`config.mk`:
```
export PLATFORM = sky130hd
export DESIGN_NAME = dapwm_top
export DESIGN_NICKNAME = d
export VERILOG_FILES = /design/src/verilog/dapwm_pkg.sv /design/src/verilog/dapwm_chan_if.sv /design/src/verilog/dapwm_top.sv /design/src/verilog/dapwm_chan.sv
export SDC_FILE = /design/constraint.sdc
export NUM_CORES = 1
export LEC_CHECK = 0
export BUFFER_PORTS_ARGS = -buffer_cell sky130_fd_sc_hd__buf_2
export CAP_MARGIN = 15
export CORE_MARGIN = 2
export CORE_UTILIZATION = 45
export DETAILED_ROUTE_END_ITERATION = 7
export GPL_TIMING_DRIVEN = 0
export MAX_ROUTING_LAYER = met4
export PLACE_DENSITY = 0.71
export SETUP_SLACK_MARGIN = 0.3
export SLEW_MARGIN = 10
export SYNTH_ARGS = -nofsm -noshare
export SYNTH_HDL_FRONTEND = slang
export SYNTH_HIERARCHICAL = 1
export SYNTH_SLANG_ARGS = --single-unit
```
`constraint.sdc`:
```
create_clock -name clk -period 4.55 [get_ports clk]
set_input_delay 0.91 -clock clk [delete_from_list [all_inputs] [get_ports clk]]
set_output_delay 0.91 -clock clk [all_outputs]
set_load 0.02 [all_outputs]
```
`src/verilog/dapwm_pkg.sv`:
```
package dapwm_pkg;
  // ----------------------------------------------------------------
  // register map (byte addresses)
  // ----------------------------------------------------------------
  localparam logic [7:0] ADDR_MODE_CTRL   = 8'h00;
  localparam logic [7:0] ADDR_PERIOD_CH0  = 8'h04;
  localparam logic [7:0] ADDR_PERIOD_CH1  = 8'h08;
  localparam logic [7:0] ADDR_ONTIME_CH0  = 8'h0C;
  localparam logic [7:0] ADDR_ONTIME_CH1  = 8'h10;
  localparam logic [7:0] ADDR_STATUS      = 8'h14;
  // ----------------------------------------------------------------
  // fields and reset values
  // ----------------------------------------------------------------
  localparam int         MODE_SEL_BIT     = 8;
  localparam logic [7:0] PERIOD_RST       = 8'hFF;
  localparam logic [7:0] ONTIME_RST       = 8'h00;
  localparam logic       MODE_SEL_RST     = 1'b0;
  localparam int         STAT_OUT0_BIT    = 0;
  localparam int         STAT_OUT1_BIT    = 1;
  localparam int         STAT_PHASE_BIT   = 2;
  localparam int         STAT_MODE_BIT    = 3;
  // ----------------------------------------------------------------
  // timing
  // ----------------------------------------------------------------
  localparam int         CLKS_PER_STEP    = 2;
endpackage

```
`src/verilog/dapwm_chan_if.sv`:
```
`timescale 1ns/100ps
interface dapwm_chan_if;
  logic       step;
  logic       restart;
  logic [7:0] period;
  logic [7:0] ontime;
  logic       start_now;
  logic       out;
  modport ctrl (output step, output restart, output period,
                output ontime, output start_now, input out);
  modport chan (input step, input restart, input period,
                input ontime, input start_now, output out);
endinterface

```
`src/verilog/dapwm_top.sv`:
```
// Decided for this implementation: the register offsets and register access over APB.
`timescale 1ns/100ps
//
// Operation
// - two 8-bit auxiliary pulse outputs, variable period and on-time
// - mode bit 8 set selects independent, cleared selects offset mode
// - independent mode: separate period and on-time per channel
// - time step two clocks; period is two clocks times value plus one
// - high time is two clocks times the on-time value
// - on-time above period holds output high whole cycle
// - offset mode: both channels use channel 0 period
// - offset mode: output 1 rises offset after output 0
// - writes allowed anytime; new on-time applies next cycle
// - period write resets timers to zero and restarts cycles
// - reset clears mode bit, offset mode default
// - periods reset to 0xFF, on-times reset to 0x00
// - full 8-bit resolution only at period 255
module dapwm_top (
  input  wire logic        clk,
  input  wire logic        rst,
  input  wire logic        ce,
  input  wire logic        psel,
  input  wire logic        penable,
  input  wire logic        pwrite,
  input  wire logic [7:0]  paddr,
  input  wire logic [31:0] pwdata,
  output logic      [31:0] prdata,
  output logic             pready,
  output logic             pslverr,
  output logic             aux_out_pin0,
  output logic             aux_out_pin1
);
  // ----------------------------------------------------------------
  // apb slave
  // ----------------------------------------------------------------
  logic        mode_q, mode_d;
  logic [7:0]  per0_q, per0_d;
  logic [7:0]  per1_q, per1_d;
  logic [7:0]  on0_q, on0_d;
  logic [7:0]  on1_q, on1_d;
  logic [31:0] rdata_q, rdata_d;
  logic        restart_q, restart_d;
  logic        wr_en;
  logic        rd_en;
  logic        mapped;
  logic        in_phase1;

  function automatic logic addr_mapped(input logic [7:0] a);
    addr_mapped = (a == dapwm_pkg::ADDR_MODE_CTRL)  ||
                  (a == dapwm_pkg::ADDR_PERIOD_CH0) ||
                  (a == dapwm_pkg::ADDR_PERIOD_CH1) ||
                  (a == dapwm_pkg::ADDR_ONTIME_CH0) ||
                  (a == dapwm_pkg::ADDR_ONTIME_CH1) ||
                  (a == dapwm_pkg::ADDR_STATUS);
  endfunction

  // setup cycle: capture read data, then answer in access phase
  assign mapped = addr_mapped(paddr);
  assign wr_en  = psel && penable && pwrite && ce;
  assign rd_en  = psel && !penable && ce;
  assign pready = 1'b1;
  assign pslverr = psel && penable && !mapped;

  always_comb begin
    mode_d    = mode_q;
    per0_d    = per0_q;
    per1_d    = per1_q;
    on0_d     = on0_q;
    on1_d     = on1_q;
    rdata_d   = rdata_q;
    restart_d = 1'b0;
    if (wr_en && mapped) begin
      unique case (paddr)
        dapwm_pkg::ADDR_MODE_CTRL:
          mode_d = pwdata[dapwm_pkg::MODE_SEL_BIT];
        dapwm_pkg::ADDR_PERIOD_CH0: begin
          per0_d    = pwdata[7:0];
          restart_d = 1'b1;
        end
        dapwm_pkg::ADDR_PERIOD_CH1: begin
          per1_d    = pwdata[7:0];
          restart_d = 1'b1;
        end
        dapwm_pkg::ADDR_ONTIME_CH0: on0_d = pwdata[7:0];
        dapwm_pkg::ADDR_ONTIME_CH1: on1_d = pwdata[7:0];
        default: ;
      endcase
    end
    if (rd_en) begin
      rdata_d = 32'h0000_0000;
      unique case (paddr)
        dapwm_pkg::ADDR_MODE_CTRL:
          rdata_d[dapwm_pkg::MODE_SEL_BIT] = mode_q;
        dapwm_pkg::ADDR_PERIOD_CH0: rdata_d[7:0] = per0_q;
        dapwm_pkg::ADDR_PERIOD_CH1: rdata_d[7:0] = per1_q;
        dapwm_pkg::ADDR_ONTIME_CH0: rdata_d[7:0] = on0_q;
        dapwm_pkg::ADDR_ONTIME_CH1: rdata_d[7:0] = on1_q;
        dapwm_pkg::ADDR_STATUS: begin
          rdata_d[dapwm_pkg::STAT_OUT0_BIT]  = aux_out_pin0;
          rdata_d[dapwm_pkg::STAT_OUT1_BIT]  = aux_out_pin1;
          rdata_d[dapwm_pkg::STAT_PHASE_BIT] = in_phase1;
          rdata_d[dapwm_pkg::STAT_MODE_BIT]  = mode_q;
        end
        default: rdata_d = 32'h0000_0000;
      endcase
    end
  end

  always_ff @(posedge clk) begin
    if (rst) begin
      mode_q    <= dapwm_pkg::MODE_SEL_RST;
      per0_q    <= dapwm_pkg::PERIOD_RST;
      per1_q    <= dapwm_pkg::PERIOD_RST;
      on0_q     <= dapwm_pkg::ONTIME_RST;
      on1_q     <= dapwm_pkg::ONTIME_RST;
      rdata_q   <= 32'h0000_0000;
      restart_q <= 1'b0;
    end else if (ce) begin
      mode_q    <= mode_d;
      per0_q    <= per0_d;
      per1_q    <= per1_d;
      on0_q     <= on0_d;
      on1_q     <= on1_d;
      rdata_q   <= rdata_d;
      restart_q <= restart_d;
    end
  end

  assign prdata = rdata_q;

  // ----------------------------------------------------------------
  // step prescaler and period timers
  // ----------------------------------------------------------------
  logic       div_q, div_d;
  logic [7:0] tmr0_q, tmr0_d;
  logic [7:0] tmr1_q, tmr1_d;
  logic       ph1_q, ph1_d;
  logic       step;
  logic       wrap0;
  logic       wrap1;
  logic       start0;
  logic       start1;
  logic [7:0] per_ch1;

  assign step = (div_q == 1'b1) && !restart_q;
  // period of value plus one steps
  assign wrap0 = (tmr0_q == per0_q);
  assign wrap1 = (tmr1_q == per1_q);
  assign in_phase1 = ph1_q;
  assign per_ch1 = mode_q ? per1_q : per0_q;

  always_comb begin
    div_d  = div_q;
    tmr0_d = tmr0_q;
    tmr1_d = tmr1_q;
    ph1_d  = ph1_q;
    start0 = 1'b0;
    start1 = 1'b0;
    if (restart_q) begin
      div_d  = 1'b0;
      tmr0_d = 8'h00;
      tmr1_d = 8'h00;
      ph1_d  = 1'b0;
    end else begin
      div_d = ~div_q;
      if (step) begin
        start0 = (tmr0_q == 8'h00);
        tmr0_d = wrap0 ? 8'h00 : tmr0_q + 8'h01;
        if (mode_q) begin
          start1 = (tmr1_q == 8'h00);
          tmr1_d = wrap1 ? 8'h00 : tmr1_q + 8'h01;
        end else begin
          // offset of value plus one steps after output 0
          start1 = ({1'b0, tmr0_q} == {1'b0, per1_q} + 9'h001);
          if (per1_q == per0_q)
            start1 = (tmr0_q == 8'h00);
          ph1_d = ph1_q | start1;
          tmr1_d = tmr0_q;
        end
      end
    end
  end

  always_ff @(posedge clk) begin
    if (rst) begin
      div_q  <= 1'b0;
      tmr0_q <= 8'h00;
      tmr1_q <= 8'h00;
      ph1_q  <= 1'b0;
    end else if (ce) begin
      div_q  <= div_d;
      tmr0_q <= tmr0_d;
      tmr1_q <= tmr1_d;
      ph1_q  <= ph1_d;
    end
  end

  // ----------------------------------------------------------------
  // output channels
  // ----------------------------------------------------------------
  dapwm_chan_if c0_if ();
  dapwm_chan_if c1_if ();

  assign c0_if.step      = step;
  assign c0_if.restart   = restart_q;
  assign c0_if.period    = per0_q;
  // on-time taken at cycle start inside channel
  assign c0_if.ontime    = on0_q;
  assign c0_if.start_now = start0;
  assign c1_if.step      = step;
  assign c1_if.restart   = restart_q;
  assign c1_if.period    = per_ch1;
  assign c1_if.ontime    = on1_q;
  assign c1_if.start_now = start1;

  dapwm_chan u_ch0 (
    .clk (clk),
    .rst (rst),
    .ce  (ce),
    .ch  (c0_if.chan)
  );
  dapwm_chan u_ch1 (
    .clk (clk),
    .rst (rst),
    .ce  (ce),
    .ch  (c1_if.chan)
  );

  assign aux_out_pin0 = c0_if.out;
  assign aux_out_pin1 = c1_if.out;
endmodule

```
`src/verilog/dapwm_chan.sv`:
```
`timescale 1ns/100ps
module dapwm_chan (
  input  wire logic  clk,
  input  wire logic  rst,
  input  wire logic  ce,
  dapwm_chan_if.chan ch
);
  logic [7:0] cnt_q, cnt_d;
  logic [7:0] on_q, on_d;
  logic       out_q, out_d;
  logic       run_q, run_d;

  // ----------------------------------------------------------------
  // cycle counter and output
  // ----------------------------------------------------------------
  always_comb begin
    cnt_d = cnt_q;
    on_d  = on_q;
    out_d = out_q;
    run_d = run_q;
    if (ch.restart) begin
      cnt_d = 8'h00;
      run_d = 1'b0;
      out_d = 1'b0;
    end else if (ch.step) begin
      if (ch.start_now) begin
        // cycle start: latch on-time, drive high unless on-time is zero
        on_d  = ch.ontime;
        cnt_d = 8'h00;
        run_d = 1'b1;
        out_d = (ch.ontime != 8'h00);
      end else if (run_q) begin
        cnt_d = cnt_q + 8'h01;
        // high for on_q steps; full when on-time beyond period
        out_d = (on_q > ch.period) ||
                ({1'b0, cnt_q} + 9'h001 < {1'b0, on_q});
      end
    end
  end

  always_ff @(posedge clk) begin
    if (rst) begin
      cnt_q <= 8'h00;
      on_q  <= 8'h00;
      out_q <= 1'b0;
      run_q <= 1'b0;
    end else if (ce) begin
      cnt_q <= cnt_d;
      on_q  <= on_d;
      out_q <= out_d;
      run_q <= run_d;
    end
  end

  assign ch.out = out_q;
endmodule

```
### Word-level counts from Yosys, hierarchy flattened

Cells that the tools add are included.

| storage, ports and cells | value |
|---|---|
| memories kept | 0 |
| memory bits (writable) | 0 |
| bits in latches | 0 |
| bits in registers | 97 |
| memory bits (read-only) | 0 |

| operators by class | value |
|---|---|
| $lt $le $gt $ge | 4 |
| bitwise logic cells | 3 |
| shift-type cells | 0 |
| muxes and demuxes | 48 |
| add/subtract/negate cells | 7 |
| $mul | 0 |
| reduce and logical (&&, ||, !) cells | 43 |
| div/mod/pow operators | 0 |
| equal/unequal tests | 10 |

Operators by type and width:

| kind | count |
|---|---|
| $mux W8 | 16 |
| $add A8 B1 Y8 const B | 4 |
| $mux W1 | 30 |
| $reduce_and A3 Y1 | 10 |
| $add A8 B1 Y9 const B | 3 |
| $eq A8 B8 Y1 | 3 |
| $logic_not A8 Y1 | 3 |
| $pmux W4 S5 | 1 |
| $lt A9 B8 Y1 | 2 |
| $eq A8 B4 Y1 const B | 2 |
| $eq A8 B5 Y1 const B | 2 |
| $gt A8 B8 Y1 | 2 |
| $pmux W4 S4 | 1 |
| $reduce_bool A8 Y1 | 2 |
| $eq A8 B9 Y1 | 1 |
| $eq A8 B3 Y1 const B | 1 |
| $logic_and A1 B1 Y1 | 8 |
| $reduce_and A4 Y1 | 2 |
| $logic_or A1 B1 Y1 | 7 |
| $reduce_bool A2 Y1 | 3 |
| $reduce_bool A3 Y1 | 2 |
| $reduce_and A2 Y1 | 2 |
| $logic_not A1 Y1 | 3 |
| $ne A2 B1 Y1 const B | 1 |
| other kinds (3) | 4 |

### Longest topological paths before layout

| logic depth | value |
|---|---|
| depth in word-level cells | 12 |
| mapped depth | 13 |

### By module

Netlist, hierarchy kept.

Modules (own cells, without submodules):

| module | instances | cells an instance | seq. area each (µm²) | area an instance (µm²) |
|---|---|---|---|---|
| dapwm_top | 1 | 472 | 1,221.2 | 3,873.7 |
| dapwm_chan | 2 | 156 | 360.3 | 1,244.9 |

### Worst setup path before layout

Ideal clock, no wire load.

| timing | value |
|---|---|
| path kind | in2out |
| from | input port paddr[5] |
| to | output port pslverr |
| arrival | 1.768 ns |
| cell stages on the path | 5 |
| required time | 3.640 ns |
| path slack | 1.872 ns |
| cell sequence | nor3_1 > nand2_1 > clkbuf_1 > a21oi_1 > nor2_1 |

| between the ends | value |
|---|---|
| longest elaborated chain between the ends | 8 |
| elaborated cells between the ends (all ways) | 13 |

Ends and longest elaborated chain:

| item | line | source |
|---|---|---|
| start: declaration | dapwm_top.sv:25 | `input wire logic [7:0] paddr,` |
| $eq A8 B3 Y1 or $logic_not A8 Y1 (tied branches) | dapwm_top.sv:50, dapwm_top.sv:49 |  |
| $logic_or A1 B1 Y1 | dapwm_top.sv:49 | `addr_mapped = (a == dapwm_pkg::ADDR_MODE_CTRL) \|\|` |
| $logic_or A1 B1 Y1 | dapwm_top.sv:50 | `(a == dapwm_pkg::ADDR_PERIOD_CH0) \|\|` |
| $logic_or A1 B1 Y1 | dapwm_top.sv:51 | `(a == dapwm_pkg::ADDR_PERIOD_CH1) \|\|` |
| $logic_or A1 B1 Y1 | dapwm_top.sv:52 | `(a == dapwm_pkg::ADDR_ONTIME_CH0) \|\|` |
| $logic_or A1 B1 Y1 * | dapwm_top.sv:53 | `(a == dapwm_pkg::ADDR_ONTIME_CH1) \|\|` |
| $logic_not A1 Y1 * | dapwm_top.sv:62 | `assign pslverr = psel && penable && !mapped;` |
| $logic_and A1 B1 Y1 * | dapwm_top.sv:62 |  |
| end: declaration | dapwm_top.sv:29 | `output logic pslverr,` |

Every way passes the cells marked *; elsewhere a longest branch is shown, timed or not.

### Final worst setup path

Same ends and word-level chain as after synthesis.

==> impl_metrics.ini <==
[status]
outcome = finished, final reports clean

[synthesis]
yosysSeqAreaShare_pct = 30.52
synthFlopType = dfxtp_1
synth_top_area_share_pct = 30.52
async_flop_share_pct = 0
synth_fa_ha_area_share_pct = 7.275
synth_compound_area_share_pct = 19.45
netlist_instances = 784
synth.area.mux_share_pct = 4.719
synthSimpleGateAreaFrac_pct = 22.24
syn-mean-instance-area_um2 = 8.117
synth_area_leader_cell = dfxtp_1
synth_top_family_by_area = simple AND/OR/NAND/NOR gates
ys_ff_latch = 97
yosysWarnings = 6
synth_edf_count = 0
synth-xor-area-share_pct = 6.449
post_synth_num_cell_types = 65
synthTopCellsByArea = dfxtp_1 31%, ha_1 7.3%, nor2_1 5.3%
syn_area_um2 = 6364

[worst_setup_path]
critPathKind = in -> out
worstSetupEndpointType = primary output
cp_common_cell = buf_2
crit_arrival_ps = 2120
crit_slowest_cell = clkbuf_1
required_ps = 3640
cp_cell_sequence = buf_2 > nor3_1 > nand2_1 > clkbuf_1 > a21oi_1 > nor2_1 > buf_2
cp_max_fo = 10
max_stage_delay_ps = 290
cp-start-kind = primary input

[cts]
clk_latency_ps = 360
post-cts-setup-buffers = 0
ctsResizeCount = 0
clock_tree.root_cell = clkbuf_16
cts-buffers-inserted = 9
clock_sinks = 97
cts_tree = yes
clkTransAtPathRegs_ps = 60
cts_buffer_depth = 2
htree_levels = 3
hold_buffers = 0

[pwr]
vdd_drop_max_mv = 0.2136
cellLeakagePower_nw = 3.057
powerDensity_nw_per_um2 = 251.2
sequentialPowerShare_pct = 47.9
power_switching_uw = 435.4
p_comb_share_pct = 8.3
pwr-share-clk_pct = 43.8
cell_internal_pwr_mw = 1.356
power.total_mw = 1.792
p_sw_share_pct = 24.30

[global_routing]
grt_pass1_wl_um = 27580
grt_pass1_vias = 5286
grt_max_degree = 21
antenna_found_initial = 0
grt_usage_pct = 24.37
overflow = 0

[timing]
min_period_over_period_pct = 66.65
relSlewSlack_pct = 38.96
whs_ps = 452.4
skew_ps = 7.611
finalSetupViolCount = 0
max_freq_mhz = 329.8
setup_tns_ps = 0
maxSlewViolCount = 0
rsz0062_at_grt = false
worst_slew_pin_slew_ps = 907.2
setup_ws_ps = 1518
layout_min_cycle_time_ps = 3032
hold_violations = 0

[drt]
highest_layer = met4
drt_iter0_drc = 550
viasPerCell = 5.680
num_vias = 5873
detail-route-antenna-nets = 0
firstDrtPassIters = 7
route.detailed.drc = 0
wl_per_cell_um = 16.42
wl_met2_um = 7473
wl_met1_um = 8038
wirelength_um = 16980
route.met3.wl_um = 1081

[die]
dieArea_um2 = 15110
die_x_um = 122.9
die_h_um = 122.9
coreArea_um2 = 13830
num_io_pins = 82
start_util_pct = 46.02
std_cell_rows = 43

[place]
gp_congestion = 0.9296
dpl.cell_count = 1019
port_buffers = 33
dpl_worst_slack_ps = 1549
hpwl_um = 12570
place_area_um2 = 6837

[final_layout]
final_cell_mix = 97 x dfxtp_1, 90 x nor2_1, 56 x nand2_1, 52 x inv_1, 50 x a21oi_1
final_util_pct = 51.59
largest_register_ffs = 9
nFillCells = 1335
regArea_um2 = 1942
drive_gt1_share_pct = 14.40
multi_input_comb_area_um2 = 3916
nNetsFinal = 933
fin_cells = 1034
final_common_cell = dfxtp_1
diodes = 0
areaGrowthSynthToFinish_pct = 12.09
design_area_um2 = 7133

[run]
maxCapViolCount = 0

[hold_path]
worstHoldPathType = reg -> reg
## layer usage
| layer | up-vias | GRT usage, % |
|---|---|---|
| li1 | 2880 | - |
| met2 | 231 | 35.50 |
| met3 | 33 | 2.629 |
| met5 | - | - |
| met4 | 0 | 9.195 |
| met1 | 2729 | 34.69 |
## cell usage after synthesis, types with 3 or more instances
master / n
o2bb2ai_1: 5
nand3_1: 22
dfxtp_1: 97
a31oi_1: 8
a211oi_1: 15
and3_4: 4
o22a_1: 4
or2_2: 5
nand3b_1: 9
a311oi_1: 6
and2_1: 4
nor2_1: 90
a211o_1: 14
ha_1: 37
buf_4: 32
a22o_1: 7
xnor2_1: 28
o21ai_1: 6
nand2_1: 56
o32ai_1: 5
a21o_1: 7
a22oi_1: 18
buf_2: 14
nor2b_1: 8
nor4_1: 9
o21a_1: 3
inv_1: 52
mux2i_1: 21
mux2_2: 8
o21ai_0: 22
a21oi_1: 50
o22ai_1: 4
or3_1: 6
clkbuf_1: 18
and3_1: 10
nand4_1: 16
xor2_1: 17
nand2b_1: 5
nor3_1: 7
## cell type report
| class | instances | share of cell area [%] |
|---|---|---|
| multi-input combinational | 591 | 54.90 |
| sequential | 97 | 27.22 |
| buffer | 66 | 5.508 |
| clock buffer | 12 | 3.596 |
| tap | 180 | 3.157 |
| inverter | 52 | 2.736 |
| timing repair buffer | 33 | 2.315 |
| clock inverter | 3 | 0.5613 |
## power groups by stage
| stage | registers (mW) | logic (mW) | clock network [mW] |
|---|---|---|---|
| floorplan | 0.878 | 0.102 | 0 |
| global placement | 0.877 | 0.145 | 0 |
| detailed placement | 0.877 | 0.146 | 0 |
| CTS | 0.857 | 0.147 | 0.796 |
| global route | 0.858 | 0.162 | 0.830 |
| finish | 0.858 | 0.149 | 0.784 |
## critical path: cells and delay by family
kind	cells	cell delay, ps
AOI/OAI and AO/OA	1	210
buffers and inverters	3	540
and+or+nand+nor	3	460
## final timing paths
path | from | endpoint | depth (start not counted) | slack (ps)
worst max-delay path | paddr[5] | pslverr | 7 | 1520
worst min-delay path | prdata[6] | prdata[6] | 2 | 450
worst max register to register | tmr0_q[0] | u_ch1/on_q[3] | 11 | 1560
worst min register to register | prdata[6] | prdata[6] | 2 | 450
## cell families (layout without fill, tap and decap cells)
logic type	after synthesis	in the layout
compound gates	185	185
xor+xnor	46	46
buf+inv	118	166
other cells	2	24
simple gates	270	270
mux	29	29
fa+ha+maj	37	37
flops	97	97
Note: power is estimated with default switching activity, not from simulation.
